### config.mk
export PLATFORM = sky130hd
export DESIGN_NAME = fieldbus_listener_indicator
export DESIGN_NICKNAME = d
export VERILOG_FILES = /design/src/fli_pkg.sv /design/src/fieldbus_listener_indicator.sv
export SDC_FILE = /design/constraint.sdc
export NUM_CORES = 1
export LEC_CHECK = 0
export BUFFER_PORTS_ARGS = -buffer_cell sky130_fd_sc_hd__buf_2
export CORE_ASPECT_RATIO = 1.25
export CORE_MARGIN = 5
export CORE_UTILIZATION = 60
export CTS_CLUSTER_SIZE = 16
export DETAILED_ROUTE_END_ITERATION = 6
export GPL_ROUTABILITY_DRIVEN = 1
export PLACE_DENSITY_LB_ADDON = 0.1
export SYNTH_ARGS = -nofsm -noshare
export SYNTH_HDL_FRONTEND = slang
export SYNTH_SLANG_ARGS = --single-unit
### constraint.sdc
create_clock -name CORE_CLK -period 7.9 [get_ports CORE_CLK]
set_input_delay 0.79 -clock CORE_CLK [delete_from_list [all_inputs] [get_ports CORE_CLK]]
set_output_delay 0.79 -clock CORE_CLK [all_outputs]
set_load 0.005 [all_outputs]
### src/fli_pkg.sv
// Shared constants and carrier types of the fieldbus listener indicator
package fli_pkg;
	// Clock and bus timing
	localparam int CLK_HZ = 25_000_000;
	localparam int BIT_RATE_BPS = 31_250;
	localparam int CYC_PER_BIT = CLK_HZ / BIT_RATE_BPS;
	localparam int CNT_W = 10;
	localparam int IDLE_BITS = 33;
	localparam int CHAR_BITS = 11;
	// Channels, dwell and text
	localparam int NCHAN = 8;
	localparam int LOCAL_NCHAN = 2;
	localparam logic [4:0] DWELL_MIN_S = 5'h02;
	localparam logic [4:0] DWELL_MAX_S = 5'h14;
	localparam logic [4:0] DWELL_RST_S = 5'h05;
	localparam logic [4:0] TEXT_CHARS = 5'h10;
	localparam logic [4:0] VISIBLE_CHARS = 5'h08;
	// Quality thresholds, address range and bar scaling
	localparam logic [7:0] Q_GOOD = 8'h80;
	localparam logic [7:0] Q_UNCERT = 8'h40;
	localparam logic [6:0] ADDR_MAX = 7'h7d;
	localparam logic [6:0] ADDR_INVALID = 7'h7e;
	localparam logic [6:0] ADDR_CLEAR = 7'h7f;
	localparam logic [6:0] OFFSET_RST = 7'h00;
	localparam logic signed [15:0] BAR_STEP = 16'sh0064;
	localparam logic signed [15:0] BAR_FULL = 16'sh03e8;
	// Register byte addresses, and the word index of the first channel register
	localparam logic [7:0] REG_CTRL = 8'h00;
	localparam logic [7:0] REG_STATUS = 8'h04;
	localparam logic [7:0] REG_CHAN_BASE = 8'h10;
	localparam logic [7:0] REG_CHAN_LAST = 8'h2c;
	localparam logic [7:0] REG_TEXT_BASE = 8'h30;
	localparam logic [7:0] REG_TEXT_LAST = 8'h3c;
	localparam logic [3:0] CHAN_WORD0 = 4'h4;

	typedef struct packed {
		logic lock;          // Write lock switch, on = locked
		logic local_sel;     // Local/remote select, on = local switches
		logic input_channel_select; // On = first channel, off = second
		logic addr_sel;      // On = value is address, off = offset
		logic set;           // Accept switch
		logic [6:0] value;   // Address or offset switches
	} sw_t;

	typedef struct packed {
		logic [6:0] addr;
		logic [6:0] offset;
	} chcfg_t;

	typedef struct packed {
		logic [15:0] value;  // Numeric field
		logic bad;           // Bad marker shown instead of value
		logic [2:0] chan;    // Channel number beside the marker
		logic uncertain;     // Uncertain symbol
		logic lock;          // Padlock symbol
		logic [9:0] bar;     // Bar segments, thermometer coded
		logic bar_on;        // Bar graph visible
		logic under;         // Below range arrow
		logic over;          // Above range arrow
		logic [4:0] text_pos; // First visible character of marquee
		logic cfg_err;       // Configuration error shown
	} disp_t;

	typedef enum logic {RX_IDLE, RX_CHAR} rx_state_t;
endpackage
### src/fieldbus_listener_indicator.sv
// Passive fieldbus listener with display decoding and Wishbone configuration
// Functional notes
// - Good quality lights no status symbol
// - Uncertain quality lights the uncertain symbol
// - Bad quality shows marker and channel number
// - Bad quality keeps text, hides bar graph
// - Bar in tenths with under/over arrows
// - Rotate up to eight values, 2-20 s
// - Text sixteen characters, marquee when too long
// - Listen only, never transmit or answer
// - Eight channels remote, two with switches
// - Extract configured sources from cyclic traffic
// - Receive at the fixed fieldbus bit rate
// - Source addresses must be in valid range
// - Lock switch rejects every parameter change
// - Lock switch lights the padlock symbol
// - Lock state readable as status
// - Service port needs remote mode and unlock
// - Switch on enables, off disables
// - Remote mode ignores switches except lock
// - Accept only on off-to-on edge, unlocked
// - Address 127 clears, 126 is error
// - Value taken at byte offset 0-127
//
// Added by the designer: the register offsets and register access over Wishbone.
module fieldbus_listener_indicator
	import fli_pkg::*;
#(
	parameter int ONE_SEC_CYCLES = CLK_HZ
) (
	input wire logic CORE_CLK,          // 25 MHz clock
	input wire logic ARST_N,            // Asynchronous reset
	input wire logic BUS_RXD,           // Received fieldbus data, idle high
	input wire fli_pkg::sw_t SW,        // Configuration switches
	input wire logic WB_CYC_I,          // Wishbone cycle
	input wire logic WB_STB_I,          // Wishbone strobe
	input wire logic WB_WE_I,           // Wishbone write enable
	input wire logic [7:0] WB_ADR_I,    // Wishbone byte address
	input wire logic [3:0] WB_SEL_I,    // Wishbone byte selects
	input wire logic [31:0] WB_DAT_I,   // Wishbone write data
	output logic [31:0] WB_DAT_O,       // Wishbone read data
	output logic WB_ACK_O,              // Wishbone acknowledge
	output fli_pkg::disp_t DISP,        // Display drive
	output logic [127:0] TEXT           // Alphanumeric text, char 0 low
);
	import fli_pkg::*;

	function automatic logic [2:0] next_chan(input logic [7:0] en, input logic [2:0] cur,
			input logic [3:0] lim);
		logic [2:0] c;
		logic found;
		next_chan = cur;
		found = 1'b0;
		for (int k = 1; k <= NCHAN; k++) begin
			c = 3'(cur + 3'(k));
			if (!found && en[c] && ({1'b0, c} < lim)) begin
				next_chan = c;
				found = 1'b1;
			end
		end
	endfunction

	function automatic logic [9:0] bar_fill(input logic signed [15:0] v);
		bar_fill = '0;
		for (int k = 0; k < 10; k++) begin
			bar_fill[k] = v >= 16'(BAR_STEP * 16'(k + 1));
		end
	endfunction

	function automatic logic in_range(input logic [7:0] a, input logic [7:0] lo,
			input logic [7:0] hi);
		in_range = (a >= lo) && (a <= hi) && (a[1:0] == 2'h0);
	endfunction

	// Receiver state; there is no transmit path at all, so the device stays a listener
	rx_state_t rx_state;
	logic [CNT_W-1:0] rx_cnt;
	logic [3:0] rx_bit;
	logic [7:0] rx_shift;
	logic rx_par;
	logic [5:0] idle_bits;
	logic [CNT_W-1:0] idle_cnt;
	logic in_frame;
	logic byte_stb;
	logic [7:0] rx_byte;
	logic [7:0] byte_idx;
	logic [6:0] frame_src;
	logic frame_bad;

	// Character receiver at the fieldbus rate: start, 8 data, even parity, stop
	always_ff @(posedge CORE_CLK or negedge ARST_N) begin
		if (!ARST_N) begin
			rx_state <= RX_IDLE;
			rx_cnt <= '0;
			rx_bit <= '0;
			rx_shift <= '0;
			rx_par <= 1'b0;
			byte_stb <= 1'b0;
			rx_byte <= '0;
		end else begin
			byte_stb <= 1'b0;
			case (rx_state)
				RX_IDLE: begin
					if (!BUS_RXD) begin
						rx_state <= RX_CHAR;
						rx_cnt <= CNT_W'(CYC_PER_BIT / 2);
						rx_bit <= '0;
						rx_par <= 1'b0;
					end
				end
				RX_CHAR: begin
					if (rx_cnt != '0) begin
						rx_cnt <= rx_cnt - 1'b1;
					end else begin
						rx_cnt <= CNT_W'(CYC_PER_BIT - 1);
						rx_bit <= rx_bit + 1'b1;
						if (rx_bit == 4'h0 && BUS_RXD) begin
							rx_state <= RX_IDLE; // Glitch, not a start bit
						end else if (rx_bit >= 4'h1 && rx_bit <= 4'h8) begin
							rx_shift <= {BUS_RXD, rx_shift[7:1]};
							rx_par <= rx_par ^ BUS_RXD;
						end else if (rx_bit == 4'h9) begin
							rx_par <= rx_par ^ BUS_RXD;
						end else if (rx_bit == 4'(CHAR_BITS - 1)) begin
							rx_state <= RX_IDLE;
							byte_stb <= BUS_RXD && !rx_par;
							rx_byte <= rx_shift;
						end
					end
				end
				default: rx_state <= RX_IDLE;
			endcase
		end
	end

	// Frame delimiting by idle gap; a character error spoils the rest of the frame
	always_ff @(posedge CORE_CLK or negedge ARST_N) begin
		if (!ARST_N) begin
			idle_cnt <= '0;
			idle_bits <= '0;
			in_frame <= 1'b0;
			byte_idx <= '0;
			frame_src <= '0;
			frame_bad <= 1'b0;
		end else if (rx_state != RX_IDLE) begin
			idle_cnt <= '0;
			idle_bits <= '0;
			if (rx_bit == 4'(CHAR_BITS - 1) && rx_cnt == '0 && !(BUS_RXD && !rx_par)) begin
				frame_bad <= 1'b1;
			end
		end else begin
			if (byte_stb) begin
				in_frame <= 1'b1;
				byte_idx <= in_frame ? byte_idx + 1'b1 : 8'h00;
				if (!in_frame) begin
					frame_src <= rx_byte[6:0];
					frame_bad <= 1'b0;
				end
			end
			idle_cnt <= (idle_cnt == CNT_W'(CYC_PER_BIT - 1)) ? '0 : idle_cnt + 1'b1;
			if (idle_cnt == CNT_W'(CYC_PER_BIT - 1) && idle_bits != 6'(IDLE_BITS)) begin
				idle_bits <= idle_bits + 1'b1;
			end
			if (idle_bits == 6'(IDLE_BITS)) begin
				in_frame <= 1'b0;
			end
		end
	end

	// Configuration state
	chcfg_t chcfg [NCHAN];
	logic [7:0] chan_en;
	logic [4:0] ctrl_dwell;
	logic [4:0] ctrl_len;
	logic [127:0] text;
	logic cfg_err;
	logic wr_refused;
	logic set_prev;
	logic wb_req;
	logic wb_wr;
	logic cfg_allow;
	logic wb_wr_ok;
	logic dip_ok;
	logic is_chan;
	logic [2:0] wb_ch;
	logic [2:0] dip_ch;

	assign wb_req = WB_CYC_I && WB_STB_I && !WB_ACK_O;
	assign wb_wr = wb_req && WB_WE_I;
	// Service port changes need remote mode and the lock off
	assign cfg_allow = !SW.lock && !SW.local_sel;
	assign wb_wr_ok = wb_wr && cfg_allow;
	// Switch settings only on an accept edge, in local mode, unlocked
	assign dip_ok = SW.set && !set_prev && SW.local_sel && !SW.lock;
	assign dip_ch = SW.input_channel_select ? 3'h0 : 3'h1;
	assign is_chan = in_range(WB_ADR_I, REG_CHAN_BASE, REG_CHAN_LAST);
	assign wb_ch = 3'(WB_ADR_I[5:2] - CHAN_WORD0);

	// Reset high so a switch already on at power-up is not taken as an edge
	always_ff @(posedge CORE_CLK or negedge ARST_N) begin
		if (!ARST_N) begin
			set_prev <= 1'b1;
		end else begin
			set_prev <= SW.set;
		end
	end

	// Channel table; only valid bus addresses enable a channel
	genvar gi;
	generate
		for (gi = 0; gi < NCHAN; gi++) begin : g_chan
			assign chan_en[gi] = chcfg[gi].addr <= ADDR_MAX;
			always_ff @(posedge CORE_CLK or negedge ARST_N) begin
				if (!ARST_N) begin
					chcfg[gi] <= '{addr: ADDR_CLEAR, offset: OFFSET_RST};
				end else if (wb_wr_ok && is_chan && wb_ch == 3'(gi)) begin
					if (WB_SEL_I[0]) begin
						chcfg[gi].addr <= WB_DAT_I[6:0];
						if (WB_DAT_I[6:0] == ADDR_CLEAR) begin
							chcfg[gi].offset <= OFFSET_RST;
						end
					end
					if (WB_SEL_I[1] && !(WB_SEL_I[0] && WB_DAT_I[6:0] == ADDR_CLEAR)) begin
						chcfg[gi].offset <= WB_DAT_I[14:8];
					end
				end else if (dip_ok && dip_ch == 3'(gi)) begin
					if (SW.addr_sel) begin
						chcfg[gi].addr <= SW.value;
						if (SW.value == ADDR_CLEAR) begin
							chcfg[gi].offset <= OFFSET_RST;
						end
					end else begin
						chcfg[gi].offset <= SW.value;
					end
				end
			end
		end
	endgenerate

	// Control word and text; byte lanes honoured
	always_ff @(posedge CORE_CLK or negedge ARST_N) begin
		if (!ARST_N) begin
			ctrl_dwell <= DWELL_RST_S;
			ctrl_len <= '0;
			text <= '0;
		end else if (wb_wr_ok) begin
			if (WB_ADR_I == REG_CTRL && WB_SEL_I[0]) begin
				ctrl_dwell <= WB_DAT_I[4:0];
			end
			if (WB_ADR_I == REG_CTRL && WB_SEL_I[1]) begin
				// Longer text is cut at sixteen characters
				ctrl_len <= (WB_DAT_I[12:8] > TEXT_CHARS) ? TEXT_CHARS : WB_DAT_I[12:8];
			end
			if (in_range(WB_ADR_I, REG_TEXT_BASE, REG_TEXT_LAST)) begin
				for (int b = 0; b < 4; b++) begin
					if (WB_SEL_I[b]) begin
						text[WB_ADR_I[3:2] * 32 + b * 8 +: 8] <= WB_DAT_I[b * 8 +: 8];
					end
				end
			end
		end
	end

	// Sticky flags: a new event wins over a clear in the same cycle
	always_ff @(posedge CORE_CLK or negedge ARST_N) begin
		if (!ARST_N) begin
			cfg_err <= 1'b0;
			wr_refused <= 1'b0;
		end else begin
			if ((wb_wr_ok && is_chan && WB_SEL_I[0] && WB_DAT_I[6:0] == ADDR_INVALID)
					|| (dip_ok && SW.addr_sel && SW.value == ADDR_INVALID)) begin
				cfg_err <= 1'b1;
			end else if (wb_wr && WB_ADR_I == REG_STATUS && WB_SEL_I[0] && WB_DAT_I[2]) begin
				cfg_err <= 1'b0;
			end
			if (wb_wr && !cfg_allow && WB_ADR_I != REG_STATUS) begin
				wr_refused <= 1'b1;
			end else if (wb_wr && WB_ADR_I == REG_STATUS && WB_SEL_I[0] && WB_DAT_I[3]) begin
				wr_refused <= 1'b0;
			end
		end
	end

	// Byte strobe delayed so frame index and source have settled
	logic byte_stb_d;
	always_ff @(posedge CORE_CLK or negedge ARST_N) begin
		if (!ARST_N) begin
			byte_stb_d <= 1'b0;
		end else begin
			byte_stb_d <= byte_stb;
		end
	end

	// Captured values per channel
	logic [15:0] ch_val [NCHAN];
	logic [7:0] ch_q [NCHAN];
	logic [7:0] pidx;
	assign pidx = byte_idx - 8'h01;

	generate
		for (gi = 0; gi < NCHAN; gi++) begin : g_cap
			// Payload byte at offset is high value byte, then low byte, then quality
			always_ff @(posedge CORE_CLK or negedge ARST_N) begin
				if (!ARST_N) begin
					ch_val[gi] <= '0;
					ch_q[gi] <= '0;
				end else if (!chan_en[gi]) begin
					ch_q[gi] <= '0;
				end else if (byte_stb_d && in_frame && !frame_bad && byte_idx != 8'h00
						&& frame_src == chcfg[gi].addr) begin
					if (pidx == {1'b0, chcfg[gi].offset}) begin
						ch_val[gi][15:8] <= rx_byte;
					end else if (pidx == {1'b0, chcfg[gi].offset} + 8'h01) begin
						ch_val[gi][7:0] <= rx_byte;
					end else if (pidx == {1'b0, chcfg[gi].offset} + 8'h02) begin
						ch_q[gi] <= rx_byte;
					end
				end
			end
		end
	endgenerate

	// Seconds tick, dwell rotation and marquee
	logic [24:0] sec_cnt;
	logic sec_tick;
	logic [4:0] dwell_s;
	logic [4:0] dwell_cnt;
	logic [2:0] cur_ch;
	logic rot_step;
	logic [3:0] chan_lim;

	assign sec_tick = sec_cnt == 25'(ONE_SEC_CYCLES - 1);
	assign dwell_s = (ctrl_dwell < DWELL_MIN_S) ? DWELL_MIN_S :
		(ctrl_dwell > DWELL_MAX_S) ? DWELL_MAX_S : ctrl_dwell;
	assign rot_step = sec_tick && (dwell_cnt >= dwell_s - 5'h01);
	assign chan_lim = SW.local_sel ? 4'(LOCAL_NCHAN) : 4'(NCHAN);

	always_ff @(posedge CORE_CLK or negedge ARST_N) begin
		if (!ARST_N) begin
			sec_cnt <= '0;
			dwell_cnt <= '0;
			cur_ch <= '0;
		end else begin
			sec_cnt <= sec_tick ? '0 : sec_cnt + 1'b1;
			if (rot_step) begin
				dwell_cnt <= '0;
				cur_ch <= next_chan(chan_en, cur_ch, chan_lim);
			end else if (sec_tick) begin
				dwell_cnt <= dwell_cnt + 1'b1;
			end
		end
	end

	// Display drive
	logic [7:0] cur_q;
	logic signed [15:0] cur_v;
	assign cur_q = ch_q[cur_ch];
	assign cur_v = ch_val[cur_ch];

	always_ff @(posedge CORE_CLK or negedge ARST_N) begin
		if (!ARST_N) begin
			DISP <= '0;
		end else begin
			DISP.lock <= SW.lock;
			DISP.cfg_err <= cfg_err;
			DISP.chan <= cur_ch;
			DISP.uncertain <= (cur_q >= Q_UNCERT) && (cur_q < Q_GOOD);
			DISP.bad <= cur_q < Q_UNCERT;
			DISP.value <= (cur_q < Q_UNCERT) ? 16'h0000 : cur_v;
			// Bar hidden for bad values and in local mode
			DISP.bar_on <= (cur_q >= Q_UNCERT) && !SW.local_sel;
			DISP.bar <= bar_fill(cur_v);
			DISP.under <= cur_v < 16'sh0000;
			DISP.over <= cur_v > BAR_FULL;
			if (ctrl_len <= VISIBLE_CHARS) begin
				DISP.text_pos <= '0;
			end else if (sec_tick) begin
				DISP.text_pos <= (DISP.text_pos >= ctrl_len - 5'h01) ? '0 : DISP.text_pos + 1'b1;
			end
		end
	end
	assign TEXT = text; // Text register itself; stays while a bad value is shown

	// Wishbone answer one cycle after the request
	always_ff @(posedge CORE_CLK or negedge ARST_N) begin
		if (!ARST_N) begin
			WB_ACK_O <= 1'b0;
			WB_DAT_O <= '0;
		end else begin
			WB_ACK_O <= wb_req;
			if (wb_req && !WB_WE_I) begin
				WB_DAT_O <= '0;
				if (WB_ADR_I == REG_CTRL) begin
					WB_DAT_O <= {19'h0, ctrl_len, 3'h0, ctrl_dwell};
				end else if (WB_ADR_I == REG_STATUS) begin
					WB_DAT_O <= {16'h0, chan_en, 1'b0, cur_ch, wr_refused, cfg_err,
						SW.local_sel, SW.lock};
				end else if (is_chan) begin
					WB_DAT_O <= {17'h0, chcfg[wb_ch].offset, 1'b0, chcfg[wb_ch].addr};
				end else if (in_range(WB_ADR_I, REG_TEXT_BASE, REG_TEXT_LAST)) begin
					WB_DAT_O <= text[WB_ADR_I[3:2] * 32 +: 32];
				end
			end
		end
	end

	a_good_no_symbol: assert property (@(posedge CORE_CLK) disable iff (!ARST_N)
		(cur_q >= Q_GOOD) |=> !DISP.uncertain && !DISP.bad) else $error("good shows symbol");
	a_uncertain_symbol: assert property (@(posedge CORE_CLK) disable iff (!ARST_N)
		(cur_q >= Q_UNCERT && cur_q < Q_GOOD) |=> DISP.uncertain && !DISP.bad
		&& DISP.value == $past(cur_v)) else $error("uncertain not shown");
	a_bad_marker_chan: assert property (@(posedge CORE_CLK) disable iff (!ARST_N)
		(cur_q < Q_UNCERT) |=> DISP.bad && DISP.chan == $past(cur_ch)) else $error("bad marker");
	a_bad_no_bar: assert property (@(posedge CORE_CLK) disable iff (!ARST_N)
		DISP.bad |-> !DISP.bar_on) else $error("bar shown with bad value");
	a_lock_padlock: assert property (@(posedge CORE_CLK) disable iff (!ARST_N)
		SW.lock [*2] |-> DISP.lock) else $error("padlock not lit");
	a_locked_no_change: assert property (@(posedge CORE_CLK) disable iff (!ARST_N)
		SW.lock |=> $stable(ctrl_dwell) && $stable(chcfg[0]) && $stable(text))
		else $error("change while locked");
	a_set_edge_only: assert property (@(posedge CORE_CLK) disable iff (!ARST_N)
		(!dip_ok && !wb_wr_ok) |=> $stable(chcfg[1])) else $error("config without accept");
	a_local_two_chan: assert property (@(posedge CORE_CLK) disable iff (!ARST_N)
		(SW.local_sel && rot_step && cur_ch < 3'(LOCAL_NCHAN)) |=> cur_ch < 3'(LOCAL_NCHAN))
		else $error("local mode past two channels");
endmodule

==> results of run 1 <==
==> power breakdown <==
| part | internal, W | switching [W] |
|---|---|---|
| Combinational | 0.000157 | 0.000268 |
| Sequential | 0.00299 | 0.000104 |
| Clock | 0.00168 | 0.00122 |
| Total | 0.00483 | 0.00159 |
==> cell families after synthesis <==
kind of cell    after synthesis  share of synthesized area
compound gates              487                     0.0939
xor+xnor                    232                     0.0668
simple gates               1067                      0.159
mux                         358                      0.166
buf+inv                     200                     0.0258
flops                       571                      0.467
fa+ha+maj                    53                     0.0216
==> registers in the layout, indices dropped and copies added (netlist names), 7 cells and up <==
register	count
WB_DAT_O	32
rx_byte	8
rx_cnt	10
DISP	41
sec_cnt	25
frame_src	7
chcfg	112
ch_val	128
idle_cnt	10
byte_idx	8
TEXT	128
rx_shift	8
ch_q	16
==> how the worst max path moves through the flow <==
stage | start | endpoint
3_5_place_dp | WB_ADR_I[4] | chcfg[103]
4_1_cts | WB_ADR_I[4] | chcfg[103]
2_1_floorplan | byte_idx[0] | ch_val[56]
3_3_place_gp | WB_ADR_I[4] | chcfg[84]
5_1_grt | WB_ADR_I[4] | chcfg[99]
6_report | WB_ADR_I[4] | chcfg[103]
==> Yosys cell counts, types with 21 or more instances <==
| library cell | instances | area (sq um) |
|---|---|---|
| mux2i_1 | 60 | 601 |
| nand2_1 | 536 | 2010 |
| a22o_1 | 27 | 236 |
| xor2_1 | 88 | 771 |
| mux2_2 | 192 | 2160 |
| clkbuf_1 | 118 | 443 |
| a21oi_1 | 86 | 430 |
| dfstp_2 | 59 | 1550 |
| ha_1 | 53 | 663 |
| nand3_1 | 117 | 586 |
| nor3_1 | 55 | 275 |
| dfrtp_1 | 512 | 12800 |
| o21ai_0 | 250 | 1250 |
| inv_1 | 36 | 135 |
| xnor2_1 | 141 | 1230 |
| nand4_1 | 41 | 257 |
| buf_1 | 24 | 90.1 |
| mux4_2 | 98 | 2210 |
| nor4_1 | 21 | 131 |
| nor2_1 | 164 | 616 |
==> through the flow <==
step,setup slack [ns],hold slack (ns),utilization,total power (W),std cells
after global routing,1.98,0.242,0.685,0.00663,3885
after detailed placement,1.95,0.377,0.645,0.00357,3766
after global placement,2.16,0.371,0.645,0.00355,3766
final,2.39,0.231,0.685,0.00642,3885
after CTS,2.58,0.236,0.685,0.00645,3875
after floorplan,4.09,0.349,-,0.00337,2968
==> metal layers <==
metal | share of wire | routed length, microns
met1 | 0.37 | 33700
met2 | 0.50 | 45600
met3 | 0.067 | 6070
met4 | 0.055 | 4990
met5 | 0.00012 | 11
==> worst max-delay path, stage by stage <==
cell,delay [ns]
buf_2,0.41
clkinv_1,0.58
nor2_1,0.86
o21ai_0,0.30
nor3_1,1.00
nand2_1,0.83
o22ai_1,1.01
nor2_1,0.08
a21oi_1,0.16
==> layout make-up <==
class	instances	area, sq um
Clock inverter	32	373
Fill cell	3860	15900
Tap cell	658	823
Inverter	39	146
Sequential cell	571	14400
Antenna cell	10	25.0
Timing Repair Buffer	301	1610
Multi-Input combinational cell	2197	15600
Clock buffer	77	1650
==> metrics.md, run 1 <==
| Metric | Value |
|---|---|
| DP Wirelength | `65.3 mm` |
| Max IR drop VDD | `0.000171 V` |
| Initial antenna violation count | `11` |
| Drt drc | `0` |
| Drt initial violations | `1885` |
| Final Cycle Share | `0.697` |
| Gpl congestion | `1.00` |
| Hold buffer count at CTS | `0` |
| Ys flop type | `dfrtp_1` |
| EDFF count, synth | `0` |
| Asr flop ratio synth | `1.00` |
| Final setup vio count | `0` |
| YS warnings | `0` |
| Vias | `24300` |
| Die Wd | `212 microns` |
| Cells after Synth | `2968` |
| Yosys cell types | `74` |
| Power per cell area | `185 nW/um^2` |
| Placed Area | `32600 sq um` |
| Critical Path AT | `6.05 ns` |
| Pins Over Slew Limit | `0` |
| Sequential area share after synthesis | `0.467` |
| Syn Area/Cell | `10.4 sq um` |
| Layout Skew | `0.0246 ns` |
| FF-to-FF path depth | `11` |
| Slew HR | `0.171` |
| First drt pass iteration count | `5` |
| CTS buffer count | `58` |
| Setup bufs post-CTS | `0` |
| Setup crit end kind | `register` |
| DIE HEIGHT | `263 microns` |
| # resized after CTS | `0` |
| Outcome | `finished clean` |
| Tmin final | `5.51 ns` |
| Area added between synthesis and finish | `12.7%` |
| Flops & latches, synth | `571` |
| Total congestion overflow | `0` |
| Fin. Hold Viols | `0` |
| # clock sinks | `571` |
| Fin Setup TNS | `0 ns` |
| Total core area | `50500 sq um` |
| Leakage | `15.9 nW` |
| Port bufs | `263` |
| Final design area excluding fillers | `34600 sq um` |
| Final Net Count | `3283` |
| Clock transition at path regs | `0.06 ns` |
| Met3 usage | `0.0594` |
| Met1 GRT Util | `0.395` |
| Hold crit path type | `in2async` |
| Reg-to-Reg End | `cur_ch[2]` |
| Critical R2R Launch | `cur_ch[1]` |
| Drt wl/cell | `23.3 microns` |
| Most common cell after layout, fill and taps aside | `nand2_1` |
| I/O pin cnt | `264` |
| Drt via density | `6.25` |
| Routed Antenna Nets | `0` |
| CP Launch Type | `primary input` |
| Initial Utilization | `0.608` |
| RSZ-0062 raised after global routing | `no` |
| Met2 Usage GRT | `0.547` |
| CTS tree | `built` |
| WL final | `90.4 mm` |
| Share of cells above drive strength 1 | `0.249` |
| Achievable Freq | `0.182 GHz` |
| Largest net degree at the start of global routing | `109` |
| Clock Latency Late Sink | `0.63 ns` |
| CP Max Fanout | `22` |
| Row count | `92` |
| WP data required | `8.44 ns` |
| # H-tree levels | `2` |
| Vias in the first global route | `25000` |
| Synth Cell Area | `30700 sq um` |
| R2R Setup Slk | `3.63 ns` |
| Post-Syn Nets | `3083` |
| Worst slew pin tran | `1.23 ns` |
| Clock buffer depth | `3` |
| Root Buffer | `clkbuf_16` |
| DIE AREA | `55900 sq um` |
| Max-cap violations | `0` |
| GRT Resource Usage Total | `0.322` |
| Commonest cells after routing, fill and taps aside | `nand2_1, dfrtp_1, buf_2, o21ai_0, mux2_2` |
| First-pass GRT wire length | `142 mm` |
| Kind of critical path | `in2reg` |
| GRT Max-Usage Layer | `met2` |
Note: power is estimated with default switching activity, not from simulation.
==> run 2: changes to the inputs <==
--- a/config.mk
+++ b/config.mk
@@ -5,10 +5,11 @@
 export SDC_FILE = /design/constraint.sdc
 export NUM_CORES = 1
 export LEC_CHECK = 0
+export ABC_AREA = 1
 export BUFFER_PORTS_ARGS = -buffer_cell sky130_fd_sc_hd__buf_2
 export CORE_ASPECT_RATIO = 1.25
 export CORE_MARGIN = 5
-export CORE_UTILIZATION = 60
+export CORE_UTILIZATION = 55
 export CTS_CLUSTER_SIZE = 16
 export DETAILED_ROUTE_END_ITERATION = 6
 export GPL_ROUTABILITY_DRIVEN = 1
==> constraint.sdc (replaced) <==
create_clock -name CORE_CLK -period 4.92 [get_ports CORE_CLK]
set_input_delay 0.492 -clock CORE_CLK [delete_from_list [all_inputs] [get_ports CORE_CLK]]
set_output_delay 0.492 -clock CORE_CLK [all_outputs]
set_load 0.005 [all_outputs]
==> run 2 against run 1 <==
Non-clock buffer count is 1 higher. First-iteration DRC count is 47% higher. Critical path depth up 4. Final cell count rose by 28%. Register-to-register slack worse by 2.4 ns. Clock skew up 0.011 ns. Critical path type is now reg2reg. Hold slack worse by 0.17 ns.
==> metrics.md, run 2 <==
| Metric | Value |
|---|---|
| DP Wirelength | `72.1 mm (+10%)` |
| Cells after Synth | `4001 (+35%)` |
| CP peak stage delay | `0.82 ns (-0.19 ns)` |
| CTS buffer count | `58 (unchanged)` |
| Highest routed layer | `met5` |
| Yosys cell types | `66 (-11%)` |
| Worst slack at placement | `1.25 ns (-0.695 ns)` |
| Syn Area/Cell | `7.89 sq um (-24%)` |
| Outcome | `finished clean` |
| Synth top cells by count | `nand2_1, o21ai_0, dfrtp_1` |
| Root Buffer | `clkbuf_16` |
| Gpl congestion | `0.970 (-3.0%)` |
| Top post-synthesis cells by area | `dfrtp_1, nand2_1, o21ai_0` |
| # clock sinks | `571 (unchanged)` |
| Tot Pwr | `0.0105 W (+63%)` |
| Clock buffer depth | `3 (unchanged)` |
| Port bufs | `263 (unchanged)` |
| Total congestion overflow | `0 (unchanged)` |
| DR WL met2 | `47.2 mm (+3.6%)` |
| Synth area leader | `dfrtp_1` |
| Clock transition at path regs | `0.06 ns (about the same)` |
| Max-cap violations | `0 (unchanged)` |
| Power per cell area | `296 nW/um^2 (+60%)` |
| YS warnings | `0 (unchanged)` |
| Synth Cell Area | `31600 sq um (+2.8%)` |
| Fin. Hold Viols | `0 (unchanged)` |
| WL final | `99.5 mm (+10%)` |
| Initial Utilization | `0.554 (-0.0542)` |
| Drt wl/cell | `20.0 microns (-14%)` |
| WP data required | `5.41 ns (-3.03 ns)` |
| Layout Skew | `0.0361 ns (+0.0115 ns)` |
| Max IR drop VDD | `0.000318 V (+86%)` |
| # H-tree levels | `2 (unchanged)` |
| Fillers | `5180 (+34%)` |
| DRT met1 WL | `39.2 mm (+16%)` |
| I/O pin cnt | `264 (unchanged)` |
| Total core area | `57000 sq um (+13%)` |
| Synth top area share | `0.406 (-0.0112)` |
| Count leader, synth | `nand2_1` |
| Hold crit path type | `in2reg` |
| CP Launch Type | `register` |
| Final design area excluding fillers | `35400 sq um (+2.2%)` |
| Placed Area | `33400 sq um (+2.4%)` |
| Final Net Count | `4290 (+31%)` |
| GRT Resource Usage Total | `0.313 (-0.00904)` |
| Kind of critical path | `reg2reg` |
| CP bufs+invs | `3 (+1)` |
| Critical Path AT | `4.17 ns (-1.88 ns)` |
| Setup bufs post-CTS | `0 (unchanged)` |
| RSZ-0062 raised after global routing | `no` |
| Final setup vio count | `0 (unchanged)` |
| Die Wd | `224 microns (+5.6%)` |
| Flops & latches, synth | `571 (unchanged)` |
| Largest net degree at the start of global routing | `125 (+15%)` |
| First drt pass iteration count | `6 (+1)` |
| Commonest cells after routing, fill and taps aside | `nand2_1, o21ai_0, dfrtp_1, nor2_1, inv_1` |
| Drt initial violations | `2769 (+47%)` |
| CTS tree | `built` |
| Clock Latency Late Sink | `0.66 ns (+0.03 ns)` |
| Leakage | `16.4 nW (+2.8%)` |
| Routed Antenna Nets | `0 (unchanged)` |
| First-pass GRT wire length | `156 mm (+10%)` |
| Worst slew pin tran | `1.29 ns (+0.0574 ns)` |
| Area added between synthesis and finish | `12.1%` |
| Initial antenna violation count | `10 (-1)` |
| Share of cells above drive strength 1 | `0.124 (-0.125)` |
| CP max-delay cell | `nor4_1` |
| Vias in the first global route | `27600 (+11%)` |
| Achievable Freq | `0.271 GHz` |
| Crit-path cells | `buf_4, inv_4, ha_1, nand2_1, nor2_1, nand3_1, nor2_1, nor2_2, inv_1, nor4_1, nand4_2, nand2_1, o21ai_2` |
| DR WL met3 | `7.53 mm (+24%)` |
| DIE AREA | `62300 sq um (+12%)` |
| Pins Over Slew Limit | `0 (unchanged)` |
| Drt via density | `5.77 (-7.7%)` |
| Drt drc | `0 (unchanged)` |
| EDFF count, synth | `0 (unchanged)` |
| Setup crit end kind | `register` |
| Final Core Density | `0.621 (-0.0645)` |
| Fin Setup TNS | `0 ns (unchanged)` |
| Asr flop ratio synth | `1.00 (unchanged)` |
| Sequential area share after synthesis | `0.455 (-0.0126)` |
| Most common cell after layout, fill and taps aside | `nand2_1` |
| Final Cycle Share | `0.749` |
| Kind of cell adding the most delay to the critical path | `simple AND/OR/NAND/NOR gates` |
| Row count | `98 (+6.5%)` |
| Vias | `28700 (+18%)` |
| Final worst slack | `1.24 ns (-1.16 ns)` |
| Post-Syn Nets | `4116 (+34%)` |
| DIE HEIGHT | `278 microns (+5.7%)` |
| Tmin final | `3.68 ns` |
| Slew HR | `0.139 (-0.0323)` |
| CP Max Fanout | `16 (-27%)` |
| Ys flop type | `dfrtp_1` |
run 2: changes by cell type in the layout (fill, tap and decap cells not counted), sizes merged, moves of 70 or more:
cell | previous run | this run
inv | 41 | 375
o21ai | 250 | 574
nand2 | 536 | 833
nor2 | 164 | 386
mux2 | 200 | 0
nand3 | 117 | 234
mux4 | 98 | 0
xnor2 | 144 | 50
a21oi | 86 | 171
xor2 | 88 | 158
run 2: cell type report:
class | instances | area (sq um) | area share
multi-input cells | 2861 | 15000 | 0.424
clock buffers | 83 | 1680 | 0.0473
flip-flops and latches | 571 | 14400 | 0.406
diodes | 5 | 12.5 | 0.000353
inverters | 381 | 1430 | 0.0405
clock inverters | 22 | 314 | 0.00887
repair buffers | 302 | 1670 | 0.0471
well taps | 750 | 938 | 0.0265
run 2: routing by layer:
metal	vias to the layer above	global-route usage
met5	-	0
met4	8	0.151
met3	265	0.0592
met2	1135	0.514
met1	13600	0.398
li1	13700	-
run 2: what timing repair did:
item	4_1_cts	5_1_grt
hold buffers	2	0
endpoints found under the setup margin	0	0
endpoints found under the hold margin	89	0
resized for setup	0	0
run 2: worst reg2reg max path, cell delays in order, from the launching register on:
cell and delay, ns:
dfrtp_1 0.32, buf_4 0.23, inv_4 0.08, ha_1 0.21, nand2_1 0.11, nor2_1 0.08
nand3_1 0.15, nor2_1 0.08, nor2_2 0.31, inv_1 0.20, nor4_1 0.82, nand4_2 0.65
nand2_1 0.24, o21ai_2 0.07
run 2: cells by family (layout without fill, tap and decap cells):
| logic type | Yosys count | after routing | share of synthesized area |
|---|---|---|---|
| AO/OA/AOI/OAI | 925 | 925 | 0.165 |
| XOR/XNOR | 208 | 208 | 0.0591 |
| adder cells (fa/ha/maj) | 53 | 53 | 0.0210 |
| buffers and inverters | 569 | 788 | 0.0712 |
| flip-flops | 571 | 571 | 0.455 |
| multiplexers | 10 | 10 | 0.00317 |
| other | 0 | 5 | 0 |
| AND/OR/NAND/NOR | 1665 | 1665 | 0.226 |
run 2: path summary, 6_finish.rpt:
check	startpoint	end	slack, ns	cells after the start
setup / recovery	byte_idx[0]	ch_val[102]	1.24	13
hold / removal	SW[11]	DISP[19]	0.06	1
setup reg to reg	byte_idx[0]	ch_val[102]	1.24	13
hold reg to reg	byte_stb	byte_stb_d	0.38	0
max in group asynchronous	ARST_N	TEXT[2]	3.24	3
min in group asynchronous	ARST_N	sec_cnt[9]	0.48	2
run 2: per-stage QoR:
step	instances	hold slack [ns]
global placement	4863	0.360
detailed placement	4863	0.371
finish	4975	0.0591
floorplan	4001	0.196
CTS	4970	0.0263
global route	4974	0.0374
run 2: power breakdown:
group          internal [W]  total (W)  switching [W]  leakage [nW]
Clock               0.00268    0.00463        0.00195         0.980
Combinational      0.000277   0.000901       0.000624          7.92
Sequential          0.00483    0.00495       0.000120          7.49
